===== src/logic/phs_pkg.sv =====
// constants and types shared by the processor-hot status block
package phs_pkg;
  localparam int CLK_NS = 4;
  localparam int W0_NS  = 100000;
  localparam int W1_NS  = 1000000;
  localparam int W2_NS  = 10000000;
  localparam int W3_NS  = 5000000;
  localparam int W0_CYC = (W0_NS + CLK_NS - 1) / CLK_NS;
  localparam int W1_CYC = (W1_NS + CLK_NS - 1) / CLK_NS;
  localparam int W2_CYC = (W2_NS + CLK_NS - 1) / CLK_NS;
  localparam int W3_CYC = (W3_NS + CLK_NS - 1) / CLK_NS;
  localparam int TMR_W  = 22;
  localparam int FAIL_LIMIT = 7;

  localparam logic [7:0]  REG_LO     = 8'h22;
  localparam logic [7:0]  REG_HI     = 8'h23;
  localparam logic [15:0] STAT_RST   = 16'hA800;
  localparam logic [15:0] WR_MASK    = 16'h7B80;
  localparam logic [7:0]  LO_RO_MASK = 8'h7F;
  localparam int B_RSV_HI = 15;
  localparam int B_EXT    = 14;
  localparam int B_WID    = 12;
  localparam int B_CLR    = 11;
  localparam int B_RSV_LO = 10;
  localparam int B_FAIL   = 9;
  localparam int B_EXIT   = 8;
  localparam logic [6:0] PHS_DEV_ADDR = 7'h09;

  typedef enum logic [1:0] {PHS_A_IDLE, PHS_A_PULSE, PHS_A_HOLD} phs_alert_e;
  typedef enum logic [3:0] {
    PHS_I_IDLE, PHS_I_ADDR, PHS_I_AACK, PHS_I_PTR, PHS_I_PACK,
    PHS_I_WDAT, PHS_I_WACK, PHS_I_RDAT, PHS_I_RACK
  } phs_i2c_e;

  typedef struct packed {
    logic input_volt_reg_trig;
    logic comp_trig;
    logic critical_current_trig;
    logic nominal_current_trig;
    logic discharge_current_trig;
    logic system_voltage_trig;
    logic battery_removal_trig;
    logic adapter_removal_trig;
  } phs_trig_s;

  typedef struct packed {
    logic req;
    logic load_fail;
    logic load_ok;
    logic fault;
  } phs_assist_s;

  typedef struct packed {
    logic       wr;
    logic       rd;
    logic [7:0] addr;
    logic [7:0] wdata;
  } phs_rbus_s;
endpackage : phs_pkg

===== src/logic/phs_alert_top.sv =====
// processor-hot alert pulse logic and its status register pair
//
// Functional notes
// - extension on holds alert low until cleared
// - extension enable resets to zero
// - minimum alert width from two-bit field
// - clear written zero releases pin, idles one
// - clear acts only while extension enabled
// - seven consecutive load failures set fail flag
// - failure exits assist, latched until flag cleared
// - host disable or fault exits, sets exit flag
// - exit flag holds alert low until cleared
// - low byte bits show triggered sources
// - pair at 22h/23h, resets to A800h
`timescale 1ns/1ps
module phs_alert_top
  import phs_pkg::*;
#(
  parameter int unsigned CYC_W0   = W0_CYC,
  parameter int unsigned CYC_W1   = W1_CYC,
  parameter int unsigned CYC_W2   = W2_CYC,
  parameter int unsigned CYC_W3   = W3_CYC,
  parameter logic [6:0]  DEV_ADDR = PHS_DEV_ADDR
)(
  input  wire logic        mclk,
  input  wire logic        nrst,
  input  wire logic        scl_pin,
  input  wire logic        sda_pin,
  output logic             sda_out,
  output logic             sda_oe,
  input  wire phs_trig_s   trig_src,
  input  wire phs_assist_s assist,
  output logic             processor_hot_alert_n,
  output logic             peak_assist_mode
);
  typedef struct packed {
    logic [15:0]      st;
    phs_alert_e       ast;
    logic [TMR_W-1:0] tmr;
    logic [2:0]       fcnt;
    logic             mode;
    logic             alert_n;
    logic             boot;
    logic [7:0]       trig_q0;
    logic [7:0]       trig_q1;
  } phs_top_st_s;

  localparam phs_top_st_s RST_ST = '{st: STAT_RST, ast: PHS_A_IDLE, alert_n: 1'b1, default: '0};

  phs_top_st_s r;
  phs_top_st_s n;
  phs_rbus_s   rbus;
  logic [7:0]  ptr;
  logic [7:0]  rdata;
  logic [1:0]  sel;
  logic [7:0]  trig_s;
  logic        any_trig;
  logic        clr_wr;
  logic        clr_hit;
  logic        fail_set;
  logic        exit_set;

  // one-hot byte select: bit 0 low byte, bit 1 high byte
  function automatic logic [1:0] reg_sel(input logic [7:0] a);
    reg_sel = {a == REG_HI, a == REG_LO};
  endfunction : reg_sel

  // count loaded is one short: the entry cycle is already low
  function automatic logic [TMR_W-1:0] wid_cyc(input logic [1:0] w);
    case (w)
      2'h0:    wid_cyc = TMR_W'(CYC_W0 - 1);
      2'h1:    wid_cyc = TMR_W'(CYC_W1 - 1);
      2'h2:    wid_cyc = TMR_W'(CYC_W2 - 1);
      default: wid_cyc = TMR_W'(CYC_W3 - 1);
    endcase
  endfunction : wid_cyc

  phs_i2c_slv #(
    .DEV_ADDR (DEV_ADDR)
  ) u_slv (
    .mclk    (mclk),
    .nrst    (nrst),
    .scl_pin (scl_pin),
    .sda_pin (sda_pin),
    .rdata   (rdata),
    .sda_out (sda_out),
    .sda_oe  (sda_oe),
    .rbus    (rbus),
    .ptr     (ptr)
  );

  // unmapped pointers read as zero
  always_comb begin
    case (reg_sel(ptr))
      2'h1:    rdata = r.st[7:0];
      2'h2:    rdata = r.st[15:8];
      default: rdata = 8'h00;
    endcase
  end

  assign sel      = reg_sel(rbus.addr);
  assign trig_s   = r.trig_q1;
  assign any_trig = |trig_s;
  assign clr_wr   = rbus.wr && sel[1] && !rbus.wdata[B_CLR-8];
  assign clr_hit  = clr_wr && r.st[B_EXT];
  assign fail_set = r.mode && assist.load_fail && (r.fcnt == 3'(FAIL_LIMIT - 1));
  assign exit_set = r.mode && !fail_set && (!assist.req || assist.fault);

  always_comb begin
    logic [15:0] s;
    s = r.st;
    n = r;
    n.boot = 1'b1;
    // comparator outputs are asynchronous to mclk
    n.trig_q0 = trig_src;
    n.trig_q1 = r.trig_q0;
    // clear strobe returns to idle on its own
    if (!r.st[B_CLR]) begin
      s[B_CLR] = 1'b1;
    end
    if (rbus.wr && sel[0]) begin
      s[7:0] = (s[7:0] & ~WR_MASK[7:0]) | (rbus.wdata & WR_MASK[7:0]);
    end
    if (rbus.wr && sel[1]) begin
      s[15:8] = (s[15:8] & ~WR_MASK[15:8]) | (rbus.wdata & WR_MASK[15:8]);
    end
    // read-only source bits clear when the low byte is fetched
    if (rbus.rd && sel[0]) begin
      s[7:0] = s[7:0] & ~LO_RO_MASK;
    end
    // sets come last so an event never loses to a clear
    s[7:0] = s[7:0] | trig_s;
    s[B_FAIL] = s[B_FAIL] | fail_set;
    s[B_EXIT] = s[B_EXIT] | exit_set;
    n.st = s;

    if (!r.mode || assist.load_ok) begin
      n.fcnt = '0;
    end else if (assist.load_fail && !fail_set) begin
      n.fcnt = r.fcnt + 3'h1;
    end
    if (fail_set || exit_set) begin
      n.mode = 1'b0;
    end else if (!r.mode && assist.req && !assist.fault && !r.st[B_FAIL]) begin
      n.mode = 1'b1;
    end

    case (r.ast)
      PHS_A_IDLE: begin
        if (any_trig) begin
          n.ast = PHS_A_PULSE;
          n.tmr = wid_cyc(r.st[B_WID+:2]);
        end
      end
      PHS_A_PULSE: begin
        if (r.tmr != '0) begin
          n.tmr = r.tmr - 1'b1;
        end else if (r.st[B_EXT]) begin
          n.ast = PHS_A_HOLD;
        end else if (!any_trig) begin
          n.ast = PHS_A_IDLE;
        end
      end
      PHS_A_HOLD: begin
        // dropping the enable also lets go, once sources are quiet
        if (clr_hit || (!r.st[B_EXT] && !any_trig)) begin
          n.ast = PHS_A_IDLE;
        end
      end
      default: begin
        n.ast = PHS_A_IDLE;
      end
    endcase
    n.alert_n = !((n.ast != PHS_A_IDLE) || s[B_EXIT]);
  end

  always_ff @(posedge mclk or negedge nrst) begin
    if (!nrst) begin
      r <= RST_ST;
    end else begin
      r <= n;
    end
  end

  assign processor_hot_alert_n = r.alert_n;
  assign peak_assist_mode      = r.mode;
endmodule : phs_alert_top


===== src/logic/phs_i2c_slv.sv =====
// two-wire serial slave giving byte access to the status register pair
`timescale 1ns/1ps
module phs_i2c_slv
  import phs_pkg::*;
#(
  parameter logic [6:0] DEV_ADDR = PHS_DEV_ADDR
)(
  input  wire logic       mclk,
  input  wire logic       nrst,
  input  wire logic       scl_pin,
  input  wire logic       sda_pin,
  input  wire logic [7:0] rdata,
  output logic            sda_out,
  output logic            sda_oe,
  output phs_rbus_s       rbus,
  output logic [7:0]      ptr
);
  typedef struct packed {
    logic [1:0] scl_q;
    logic [1:0] sda_q;
    logic       scl_d;
    logic       sda_d;
    phs_i2c_e   st;
    logic [3:0] cnt;
    logic [7:0] sh;
    logic       rw;
    logic [7:0] ptr;
    logic       oe;
    phs_rbus_s  bus;
  } phs_slv_st_s;

  localparam phs_slv_st_s RST_ST = '{scl_q: 2'h3, sda_q: 2'h3, scl_d: 1'b1, sda_d: 1'b1,
                                     st: PHS_I_IDLE, default: '0};
  localparam logic [3:0] BITS = 4'h8;

  phs_slv_st_s r;
  phs_slv_st_s n;
  logic        scl;
  logic        sda;
  logic        rise;
  logic        fall;

  // only stage two of each synchroniser is looked at
  assign scl  = r.scl_q[1];
  assign sda  = r.sda_q[1];
  assign rise = scl & ~r.scl_d;
  assign fall = ~scl & r.scl_d;

  always_comb begin
    n = r;
    n.scl_q = {r.scl_q[0], scl_pin};
    n.sda_q = {r.sda_q[0], sda_pin};
    n.scl_d = scl;
    n.sda_d = sda;
    n.bus.wr = 1'b0;
    n.bus.rd = 1'b0;
    if (scl && r.scl_d && r.sda_d && !sda) begin
      n.st = PHS_I_ADDR;
      n.cnt = '0;
      n.oe = 1'b0;
    end else if (scl && r.scl_d && !r.sda_d && sda) begin
      n.st = PHS_I_IDLE;
      n.oe = 1'b0;
    end else begin
      case (r.st)
        PHS_I_ADDR, PHS_I_PTR, PHS_I_WDAT: begin
          if (rise && r.cnt != BITS) begin
            n.sh = {r.sh[6:0], sda};
            n.cnt = r.cnt + 4'h1;
          end else if (fall && r.cnt == BITS) begin
            n.cnt = '0;
            n.oe = 1'b1;
            if (r.st == PHS_I_ADDR) begin
              n.rw = r.sh[0];
              n.st = PHS_I_AACK;
              if (r.sh[7:1] != DEV_ADDR) begin
                n.oe = 1'b0;
                n.st = PHS_I_IDLE;
              end
            end else if (r.st == PHS_I_PTR) begin
              n.ptr = r.sh;
              n.st = PHS_I_PACK;
            end else begin
              n.bus.wr = 1'b1;
              n.bus.addr = r.ptr;
              n.bus.wdata = r.sh;
              n.st = PHS_I_WACK;
            end
          end
        end
        PHS_I_AACK, PHS_I_RACK: begin
          if (r.st == PHS_I_RACK && rise) begin
            // master nack ends the read; an ack moves to the next byte
            if (sda) begin
              n.st = PHS_I_IDLE;
            end else begin
              n.ptr = r.ptr + 8'h01;
            end
          end else if (fall && (r.rw || r.st == PHS_I_RACK)) begin
            n.bus.rd = 1'b1;
            n.bus.addr = r.ptr;
            n.sh = rdata;
            n.oe = ~rdata[7];
            n.cnt = 4'h1;
            n.st = PHS_I_RDAT;
          end else if (fall) begin
            n.oe = 1'b0;
            n.st = PHS_I_PTR;
          end
        end
        PHS_I_PACK, PHS_I_WACK: begin
          if (fall) begin
            n.oe = 1'b0;
            n.st = PHS_I_WDAT;
            if (r.st == PHS_I_WACK) begin
              n.ptr = r.ptr + 8'h01;
            end
          end
        end
        PHS_I_RDAT: begin
          if (fall && r.cnt == BITS) begin
            n.oe = 1'b0;
            n.st = PHS_I_RACK;
          end else if (fall) begin
            n.oe = ~r.sh[6];
            n.sh = {r.sh[6:0], 1'b0};
            n.cnt = r.cnt + 4'h1;
          end
        end
        PHS_I_IDLE: begin
          n.oe = 1'b0;
        end
        default: begin
          n.st = PHS_I_IDLE;
          n.oe = 1'b0;
        end
      endcase
    end
  end

  always_ff @(posedge mclk or negedge nrst) begin
    if (!nrst) begin
      r <= RST_ST;
    end else begin
      r <= n;
    end
  end

  // open drain: the line is only ever pulled low
  assign sda_out = 1'b0;
  assign sda_oe  = r.oe;
  assign rbus    = r.bus;
  assign ptr     = r.ptr;
endmodule : phs_i2c_slv


===== config.mk =====
export PLATFORM = sky130hd
export DESIGN_NAME = phs_alert_top
export DESIGN_NICKNAME = d
export VERILOG_FILES = /design/src/logic/phs_pkg.sv /design/src/logic/phs_alert_top.sv /design/src/logic/phs_i2c_slv.sv
export SDC_FILE = /design/constraint.sdc
export NUM_CORES = 1
export LEC_CHECK = 0
export BUFFER_PORTS_ARGS = -buffer_cell sky130_fd_sc_hd__buf_4
export CAP_MARGIN = 20
export CORE_UTILIZATION = 35
export DETAILED_ROUTE_END_ITERATION = 16
export GPL_TIMING_DRIVEN = 1
export PLACE_DENSITY = 0.52
export SETUP_SLACK_MARGIN = 0.4
export SLEW_MARGIN = 15
export SYNTH_ARGS = -nofsm -noshare
export SYNTH_HDL_FRONTEND = slang
export SYNTH_SLANG_ARGS = --single-unit

===== constraint.sdc =====
create_clock -name mclk -period 5.8 [get_ports mclk]
set_clock_uncertainty 0.15 [all_clocks]
set_input_delay 1.16 -clock mclk [delete_from_list [all_inputs] [get_ports mclk]]
set_output_delay 1.16 -clock mclk [all_outputs]
set_load 0.02 [all_outputs]

==> impl_metrics.csv, run 1 <==
group,metric,value,unit
setup_path,critPathLaunchType,"flip-flop",
power,p_leak,2.54,nW
cts,tritoncts,"built",
grt,overflow,0,
drt,met2_length,6.48,mm
timing,max_freq,0.345,GHz
logic_synthesis,synth_area_leader_cell,"dfrtp_1",
timing,whs,0.201,ns
run,cap_violations,0,
hold_path,hp-class,"reg2reg",
layout,area_delta_synth_final,10.8,%
placement,gp_congestion,0.874,
hold_path,min_from,"n[2]$_DFF_PN0_",
timing,rsz0062_at_grt,"false",
die,die_x,128,um
layout,utilization,0.403,
power,vdd_drop_max,260,uV
setup_path,required,5.88,ns
cts,cts_buffers,9,
timing,slew_viol_final,0,
layout,fin_area,0.00619,mm2
setup_path,reg2reg_depth,7,
logic_synthesis,yosysSeqAreaShare,0.486,
die,ios,20,
logic_synthesis,syn-num-nets,590,
cts,clk_pin_slew_worst_paths,0.08,ns
timing,setup_viol,0,
die,core_area,0.0154,mm2
logic_synthesis,synth.top_cell.area_share,0.444,
logic_synthesis,syn_area,0.00558,mm2
outcome,status,"complete, no violations",
drt,drt_iter0_markers,306,
drt,viasPerCell,5.68,
logic_synthesis,ys_async_sr_fraction,1.00,
timing,finalWorstSetupSlack,2.90,ns
drt,antenna_left,0,
timing,tns,0,ns
cts,h-tree-depth,3,
power,power_density,403,mW/mm2
logic_synthesis,synth_area_per_cell,9.92,um2
logic_synthesis,synth.distinct_cells,70,
logic_synthesis,synth_warnings,0,
setup_path,cp-startpoint,"r[22]$_DFFE_PN0P_",
die,floorplan.initialDensity,0.363,
timing,post-route-period-util,0.500,
cts,cts.repair.resized,0,
drt,wl_met3,717,um
layout,drive_above_1_share,0.138,
drt,routedLengthMet1,6.28,mm
placement,numPortBuffers,18,
drt,routed_wl,13.8,mm
drt,dr.pass1.iters,5,
layout,fin_nets,595,
setup_path,critPathMaxFanout,14,
grt,antenna_found_initial,0,
cts,cts.sinks,108,
hold_path,whs_path_depth,0,
grt,grt_max_degree,69,
grt,grt_use_total,0.176,
setup_path,worst-setup-path-type,"reg2reg",
logic_synthesis,ys_top_cells_by_area,"dfrtp_1 (44%), dfstp_2 (4.2%), mux2_2 (4.2%), a21oi_1 (4.1%), o21ai_0 (3.0%)",
drt,drcViolationCount,0,
placement,place_worst_setup_slack,2.94,ns
die,fp-row-count,45,
grt,grt_pass1_wl,22.5,mm
logic_synthesis,ys_ff_latch,108,
placement,placed_cell_area,0.00587,mm2
setup_path,crit_arrival,2.97,ns
setup_path,r2r_start,"r[22]$_DFFE_PN0P_",
logic_synthesis,synthCells,563,
logic_synthesis,synth_edf_count,0,
die,chipHeight,128,um
power,finalPower,2.50,mW
timing,worst_pin_slew,0.928,ns
timing,finalHoldViolCount,0,
logic_synthesis,synth-main-ff-cell,"dfrtp_1",
cts,post_cts_buffers,0,
timing,relSlewSlack,0.377,
cts,cts-root-buf,"clkbuf_16",
timing,period_needed,2.90,ns
placement,dp_hpwl,9.57,mm
drt,wl_per_cell,17.6,um
grt,grt_pass1_vias,4304,
layout,layout.cells.non_filler,784,
layout,diodes,0,
drt,vias,4451,
cts,ctsHoldBuffers,0,
drt,highest_layer,"met4",
setup_path,cp-end-kind,"flip-flop",
cts,clk-insertion-delay-late,0.36,ns
die,die_area,0.0165,mm2
placement,dp_cells,767,
cts,clk_path_buf_depth,2,
## cell usage in the layout, fill, tap and decap left out, drive strengths merged, types with 4 or more instances in the layout
| cell | instances |
|---|---|
| a21o | 9 |
| a21oi | 46 |
| a22oi | 6 |
| a31oi | 11 |
| a41oi | 5 |
| and2 | 4 |
| and3 | 8 |
| buf | 21 |
| clkbuf | 10 |
| dfrtp | 99 |
| dfstp | 9 |
| ha | 11 |
| inv | 22 |
| mux2 | 21 |
| mux2i | 4 |
| nand2 | 35 |
| nand2b | 9 |
| nand3 | 21 |
| nand4 | 5 |
| nand4b | 4 |
| nor2 | 33 |
| nor2b | 9 |
| nor3 | 20 |
| nor3b | 6 |
| nor4 | 10 |
| o211ai | 4 |
| o21a | 4 |
| o21ai | 36 |
| o22a | 8 |
| o311ai | 7 |
| o31ai | 6 |
| or2 | 5 |
| or3 | 7 |
| or4 | 4 |
## report_power, final
group / internal [mW] / switching (mW)
logic: 0.325 / 0.434
clock network: 0.316 / 0.311
registers: 0.893 / 0.216
## cells in the mapped netlist (4+ instances only)
cell type  instances
dfrtp_1           99
a21oi_1           46
nand2_1           35
o21ai_0           34
nor2_1            33
mux2_2            21
nand3_1           21
inv_1             20
nor3_1            20
clkbuf_1          16
a31oi_1           11
ha_1              11
a21o_1             9
dfstp_2            9
nand2b_1           9
nor2b_1            9
and3_1             8
nor4_1             8
o22a_1             8
o311ai_0           7
or3_1              7
a22oi_1            6
nor3b_1            6
o31ai_1            6
a41oi_1            5
buf_2              5
nand4_1            5
and2_1             4
mux2i_1            4
nand4b_1           4
o211ai_1           4
o21a_1             4
or2_2              4
or4_1              4
## flip-flops by register name (all words and copies together) (netlist names)
signal                 count
r                         41
u_slv.r                   19
u_slv.rbus                17
n                          8
trig_s                     8
u_slv.ptr                  8
u_slv.n                    4
peak_assist_mode           1
processor_hot_alert_n      1
u_slv.sda_oe               1
## worst max-delay path: stages (launching register included)
cell and delay (ns):
dfrtp_1 0.43, inv_1 0.11, ha_1 0.14, nor4b_1 0.64
nand3b_1 0.18, o21ai_1 0.76, o21ai_0 0.18, o311ai_0 0.17
## layer usage
layer,track usage,up-vias
met4,0.0574,0
met3,0.0422,22
met1,0.231,2184
li1,-,2112
met2,0.286,133
met5,0,-
## cell type report
type | count | area, um2
Multi-Input combinational cell | 408 | 2670
Tap cell | 211 | 264
Sequential cell | 108 | 2710
Clock inverter | 6 | 68.8
Timing Repair Buffer | 21 | 158
Inverter | 20 | 75.1
Fill cell | 1517 | 9180
Clock buffer | 10 | 239
## kinds of logic after synthesis
kind of cell | Yosys count | synth area share
XOR/XNOR | 3 | 0.00471
flip-flops | 108 | 0.486
buffers and inverters | 47 | 0.0361
adder cells (fa/ha/maj) | 11 | 0.0246
other | 1 | 0.000672
multiplexers | 25 | 0.0495
AND/OR/NAND/NOR | 197 | 0.197
AO/OA/AOI/OAI | 171 | 0.202
## final timing paths
kind | to | slack (ns)
worst max-delay path | r[35]$_DFFE_PN0P_ | 2.90
worst min-delay path | trig_s[2]$_DFF_PN0_ | 0.20
worst max register to register | r[35]$_DFFE_PN0P_ | 2.90
worst min register to register | trig_s[2]$_DFF_PN0_ | 0.20
max in group asynchronous | r[57]$_DFF_PN1_ | 3.66
min in group asynchronous | r[29]$_DFFE_PN0P_ | 0.76
Note: power is estimated with default switching activity, not from simulation.
==> run 2, diff against run 1 <==
--- a/config.mk
+++ b/config.mk
@@ -10,7 +10,7 @@
 export CORE_UTILIZATION = 35
 export DETAILED_ROUTE_END_ITERATION = 16
 export GPL_TIMING_DRIVEN = 1
-export PLACE_DENSITY = 0.52
+export PLACE_DENSITY = 0.54
 export SETUP_SLACK_MARGIN = 0.4
 export SLEW_MARGIN = 15
 export SYNTH_ARGS = -nofsm -noshare
==> constraint.sdc (replaced) <==
create_clock -name mclk -period 2.65 [get_ports mclk]
set_clock_uncertainty 0.15 [all_clocks]
set_input_delay 0.53 -clock mclk [delete_from_list [all_inputs] [get_ports mclk]]
set_output_delay 0.53 -clock mclk [all_outputs]
set_load 0.02 [all_outputs]
==> impl_metrics.csv, run 2 (synthesized netlist as in run 1, its figures left out) <==
group,metric,value,unit
cts,h-tree-depth,3,
layout,top_register,"r",
placement,gp_congestion,0.863,
cts,cts.sinks,108,
timing,setup_viol,0,
layout,mostFrequentLayoutCell,"dfrtp_1",
die,floorplan.initialDensity,0.363,
drt,viasPerCell,5.66,
layout,diodes,0,
setup_path,crit_chain,"or4b_4, nor3_4, nand2_2, inv_1, ha_1, a21oi_2, o21a_1, o31ai_1, a21oi_1",
timing,worst_pin_slew,0.698,ns
layout,drive_above_1_share,0.243,
setup_path,cp_slowest_cell,"or4b_4",
cts,cts_buffers,9,
grt,overflow,0,
grt,antenna_found_initial,0,
cts,tritoncts,"built",
die,die_x,128,um
timing,tns,0,ns
grt,grt_pass1_vias,4641,
setup_path,critPathLaunchType,"flip-flop",
cts,clk-insertion-delay-late,0.36,ns
placement,numPortBuffers,18,
die,chipHeight,128,um
setup_path,crit_arrival,2.38,ns
layout,utilization,0.435,
die,core_area,0.0154,mm2
power,p_leak,2.78,nW
drt,antenna_left,0,
cts,clk_pin_slew_worst_paths,0.08,ns
layout,final_cell_mix,"dfrtp_1 (98), buf_4 (57), a21oi_1 (45)",
outcome,status,"complete, no violations",
timing,relSlewSlack,0.535,
drt,drt_iter0_markers,326,
drt,drcViolationCount,0,
drt,routed_wl,14.0,mm
grt,grt_use_total,0.182,
die,ios,20,
timing,max_freq,0.435,GHz
setup_path,cp-end-kind,"flip-flop",
cts,cts-root-buf,"clkbuf_16",
placement,dp_hpwl,10.1,mm
drt,dr.pass1.iters,4,
power,vdd_drop_max,496,uV
cts,clk_path_buf_depth,2,
die,fp-row-count,45,
drt,wl_per_cell,17.0,um
setup_path,max_stage_delay,0.53,ns
layout,largest_reg_flops,41,
setup_path,worst-setup-path-type,"reg2reg",
hold_path,hp-class,"in2reg",
drt,vias,4667,
setup_path,required,2.74,ns
timing,period_needed,2.30,ns
run,cap_violations,0,
timing,finalHoldViolCount,0,
setup_path,critPathMaxFanout,2,
timing,post-route-period-util,0.868,
grt,grt_max_degree,50,
setup_path,critPathTopFamily,"simple AND/OR/NAND/NOR gates",
timing,slew_viol_final,0,
die,die_area,0.0165,mm2
setup_path,r2r_setup_slack,0.35,ns
setup_path,path_buf_inv,1,
grt,grt_pass1_wl,23.5,mm
timing,rsz0062_at_grt,"true",
layout,area_delta_synth_final,19.8,%
power,power_density,861,mW/mm2
layout,fin_nets,635,
==> run 2: cell count changes in the layout (fill, tap and decap cells not counted), moves of 3 or more <==
| cell | previous run | this run |
|---|---|---|
| ha_1 | 11 | 8 |
| ha_4 | 0 | 3 |
| a22oi_2 | 0 | 5 |
| a22oi_1 | 6 | 1 |
| buf_4 | 21 | 57 |
==> run 2: area by class of cell <==
cell class | count | area [um2]
Clock inverter | 7 | 81.3
Fill cell | 1459 | 8680
Timing Repair Buffer | 61 | 480
Multi-Input combinational cell | 408 | 2850
Tap cell | 211 | 264
Clock buffer | 9 | 225
Inverter | 20 | 77.6
Sequential cell | 108 | 2720
==> run 2: worst paths after layout <==
kind                                                from                        to  cells past startpoint
worst max-delay path            u_slv.ptr[2]$_DFFE_PN0P_  u_slv.sda_oe$_DFFE_PN0P_                      9
worst min-delay path                         trig_src[7]            n[7]$_DFF_PN0_                      1
worst max register to register  u_slv.ptr[2]$_DFFE_PN0P_  u_slv.sda_oe$_DFFE_PN0P_                      9
worst min register to register            n[2]$_DFF_PN0_       trig_s[2]$_DFF_PN0_                      0
max in group asynchronous                           nrst           r[57]$_DFF_PN1_                      3
min in group asynchronous                           nrst         r[26]$_DFFE_PN0P_                      2
==> run 2: where the power goes <==
| part | internal (mW) | switching [mW] | total, mW |
|---|---|---|---|
| clock | 0.675 | 0.697 | 1.37 |
| sequential | 1.96 | 0.359 | 2.32 |
| combinational | 0.915 | 1.16 | 2.07 |
| total | 3.55 | 2.21 | 5.76 |
==> run 2: repair_timing <==
| action | 4_1_cts | 5_1_grt |
|---|---|---|
| hold buffers | 1 | 0 |
| resized for setup | 16 | 26 |
| hold endpoints to repair | 23 | 0 |
| pin swaps | 6 | 6 |
| endpoints found under the setup margin | 32 | 43 |
| gates cloned | 0 | 0 |
| setup buffers | 5 | 2 |
==> run 2: through the flow <==
stage / std cells / power (mW) / cell area [um2] / setup slack, ns / hold WS [ns]
3_5_place_dp: 800 / 4.23 / 6150 / 0.193 / 0.188
2_1_floorplan: 563 / 3.69 / 5630 / 0.317 / 0.0844
3_3_place_gp: 800 / 4.20 / 6150 / 0.224 / 0.190
6_report: 824 / 5.76 / 6690 / 0.351 / 0.124
5_1_grt: 824 / 6.13 / 6690 / 0.250 / 0.108
4_1_cts: 822 / 5.70 / 6580 / 0.362 / 0.110
==> run 2: layer usage <==
metal  global-route usage  wire length, um  vias to the layer above
li1                     -                -                     2190
met1                0.240             6520                     2353
met2                0.296             6710                      107
met3               0.0405              596                       17
met4               0.0616              223                        0
met5                    0                0                        -
==> run 3, diff against run 2 <==
--- a/config.mk
+++ b/config.mk
@@ -7,7 +7,9 @@
 export LEC_CHECK = 0
 export BUFFER_PORTS_ARGS = -buffer_cell sky130_fd_sc_hd__buf_4
 export CAP_MARGIN = 20
+export CORE_ASPECT_RATIO = 1.4
 export CORE_UTILIZATION = 35
+export CTS_CLUSTER_SIZE = 25
 export DETAILED_ROUTE_END_ITERATION = 16
 export GPL_TIMING_DRIVEN = 1
 export PLACE_DENSITY = 0.54
==> impl_metrics.csv, run 3 (synthesized netlist as in run 1, its figures left out) <==
group,metric,value,unit
setup_path,critPathLaunchType,"flip-flop",
timing,max_freq,0.428,GHz
cts,ctsHoldBuffers,0,
grt,grt_pass1_vias,4639,
placement,placed_cell_area,0.00612,mm2
cts,cts-root-buf,"clkbuf_16",
cts,clk-insertion-delay-late,0.36,ns
timing,rsz0062_at_grt,"true",
layout,area_delta_synth_final,22.4,%
power,power_density,875,mW/mm2
cts,clk_pin_slew_worst_paths,0.08,ns
cts,clk_path_buf_depth,2,
placement,dp_hpwl,10.3,mm
layout,diodes,0,
placement,gp_congestion,0.920,
layout,mostFrequentLayoutCell,"dfrtp_1",
cts,tritoncts,"built",
layout,layout.cells.non_filler,820,
die,fp-row-count,54,
drt,vias,4725,
placement,dp_cells,784,
die,chipHeight,151,um
layout,drive_above_1_share,0.288,
power,finalPower,5.98,mW
hold_path,hp-class,"in2async",
grt,antenna_found_initial,0,
setup_path,r2r_setup_slack,0.32,ns
drt,drt_iter0_markers,302,
timing,finalHoldViolCount,0,
die,die_x,109,um
power,p_leak,2.85,nW
setup_path,r2r-end,"u_slv.sda_oe$_DFFE_PN0P_",
cts,cts.sinks,108,
setup_path,worst-setup-path-type,"reg2reg",
power,p_sw_frac,0.388,
setup_path,r2r_start,"u_slv.ptr[2]$_DFFE_PN0P_",
die,die_area,0.0165,mm2
drt,viasPerCell,5.76,
power,clockPowerShare,0.224,
cts,cts_buffers,9,
drt,routed_wl,15.1,mm
setup_path,cp-end-kind,"flip-flop",
die,floorplan.initialDensity,0.358,
drt,dr.pass1.iters,4,
timing,worst_pin_slew,0.704,ns
layout,final_cell_mix,"dfrtp_1 (98), buf_4 (67), a21oi_1 (40)",
drt,antenna_left,0,
outcome,status,"complete, no violations",
power,seqPwrFrac,0.391,
power,power_frac_comb,0.385,
timing,tns,0,ns
layout,fin_area,0.00684,mm2
layout,top_register,"r",
drt,drcViolationCount,0,
timing,period_needed,2.33,ns
layout,largest_reg_flops,41,
die,core_area,0.0156,mm2
grt,grt_pass1_wl,23.9,mm
run,cap_violations,0,
grt,grt_max_degree,46,
drt,wl_per_cell,18.5,um
placement,numPortBuffers,18,
grt,grt_use_total,0.192,
power,internal-power,3.66,mW
timing,post-route-period-util,0.881,
grt,overflow,0,
power,vdd_drop_max,645,uV
timing,relSlewSlack,0.531,
timing,setup_viol,0,
layout,fin_nets,646,
setup_path,reg2reg_depth,9,
setup_path,crit_arrival,2.42,ns
power,netSwitchingPower,2.32,mW
setup_path,required,2.74,ns
layout,fillers,1501,
timing,slew_viol_final,0,
die,ios,20,
cts,h-tree-depth,3,
setup_path,critPathMaxFanout,2,
run 3: worst max path at each step:
stage	depth (start not counted)	to	slack, ns	start
finish	9	u_slv.sda_oe$_DFFE_PN0P_	0.32	u_slv.ptr[2]$_DFFE_PN0P_
global route	9	u_slv.r[28]$_DFFE_PN0P_	0.18	u_slv.ptr[2]$_DFFE_PN0P_
CTS	9	u_slv.sda_oe$_DFFE_PN0P_	0.33	u_slv.ptr[2]$_DFFE_PN0P_
detailed placement	7	u_slv.sda_oe$_DFFE_PN0P_	0.14	u_slv.ptr[4]$_DFFE_PN0P_
global placement	7	u_slv.sda_oe$_DFFE_PN0P_	0.19	u_slv.ptr[4]$_DFFE_PN0P_
floorplan	8	u_slv.ptr[1]$_DFFE_PN0P_	0.32	u_slv.r[42]$_DFFE_PN0P_
run 3: critical path, cell delays in order, from the launching register on:
cell     delay (ns)
dfrtp_1        0.39
or4b_4         0.55
nor3_4         0.18
and2_4         0.21
ha_4           0.14
buf_4          0.10
a21oi_2        0.05
o21a_1         0.17
o31ai_2        0.17
a21oi_1        0.09
run 3: final cells by class:
type	instances	area, um2	area share
inverters	20	77.6	0.0113
multi-input cells	410	2960	0.434
well taps	196	245	0.0359
repair buffers	70	546	0.0798
flip-flops and latches	108	2720	0.397
clock buffers	9	225	0.0329
clock inverters	7	63.8	0.00933
run 3: power groups by stage:
stage | clock, mW | combinational (mW) | sequential, mW
2_1_floorplan | 0 | 1.46 | 2.23
3_3_place_gp | 0 | 1.89 | 2.35
3_5_place_dp | 0 | 1.91 | 2.35
4_1_cts | 1.38 | 2.03 | 2.33
5_1_grt | 1.45 | 2.55 | 2.38
6_report | 1.34 | 2.30 | 2.34
run 3: per-layer routing:
metal	vias to the layer above	GRT usage	part of all wire
li1	2229	-	-
met1	2360	0.222	0.39
met2	103	0.341	0.55
met3	33	0.0291	0.029
met4	0	0.0993	0.032
met5	-	0	0
run 3: metrics by stage:
stage	worst slack, ns	hold WS (ns)	util
2_1_floorplan	0.317	0.0844	-
3_3_place_gp	0.185	0.184	0.392
3_5_place_dp	0.135	0.186	0.392
4_1_cts	0.335	0.0437	0.421
5_1_grt	0.176	0.0734	0.438
6_report	0.316	0.0282	0.438
run 3: repair_timing:
item                       in CTS  in global routing
buffers inserted                7                 11
setup endpoints to repair      30                 50
pin swaps                      10                 13
resized for setup              24                 43
cloned                          0                  2
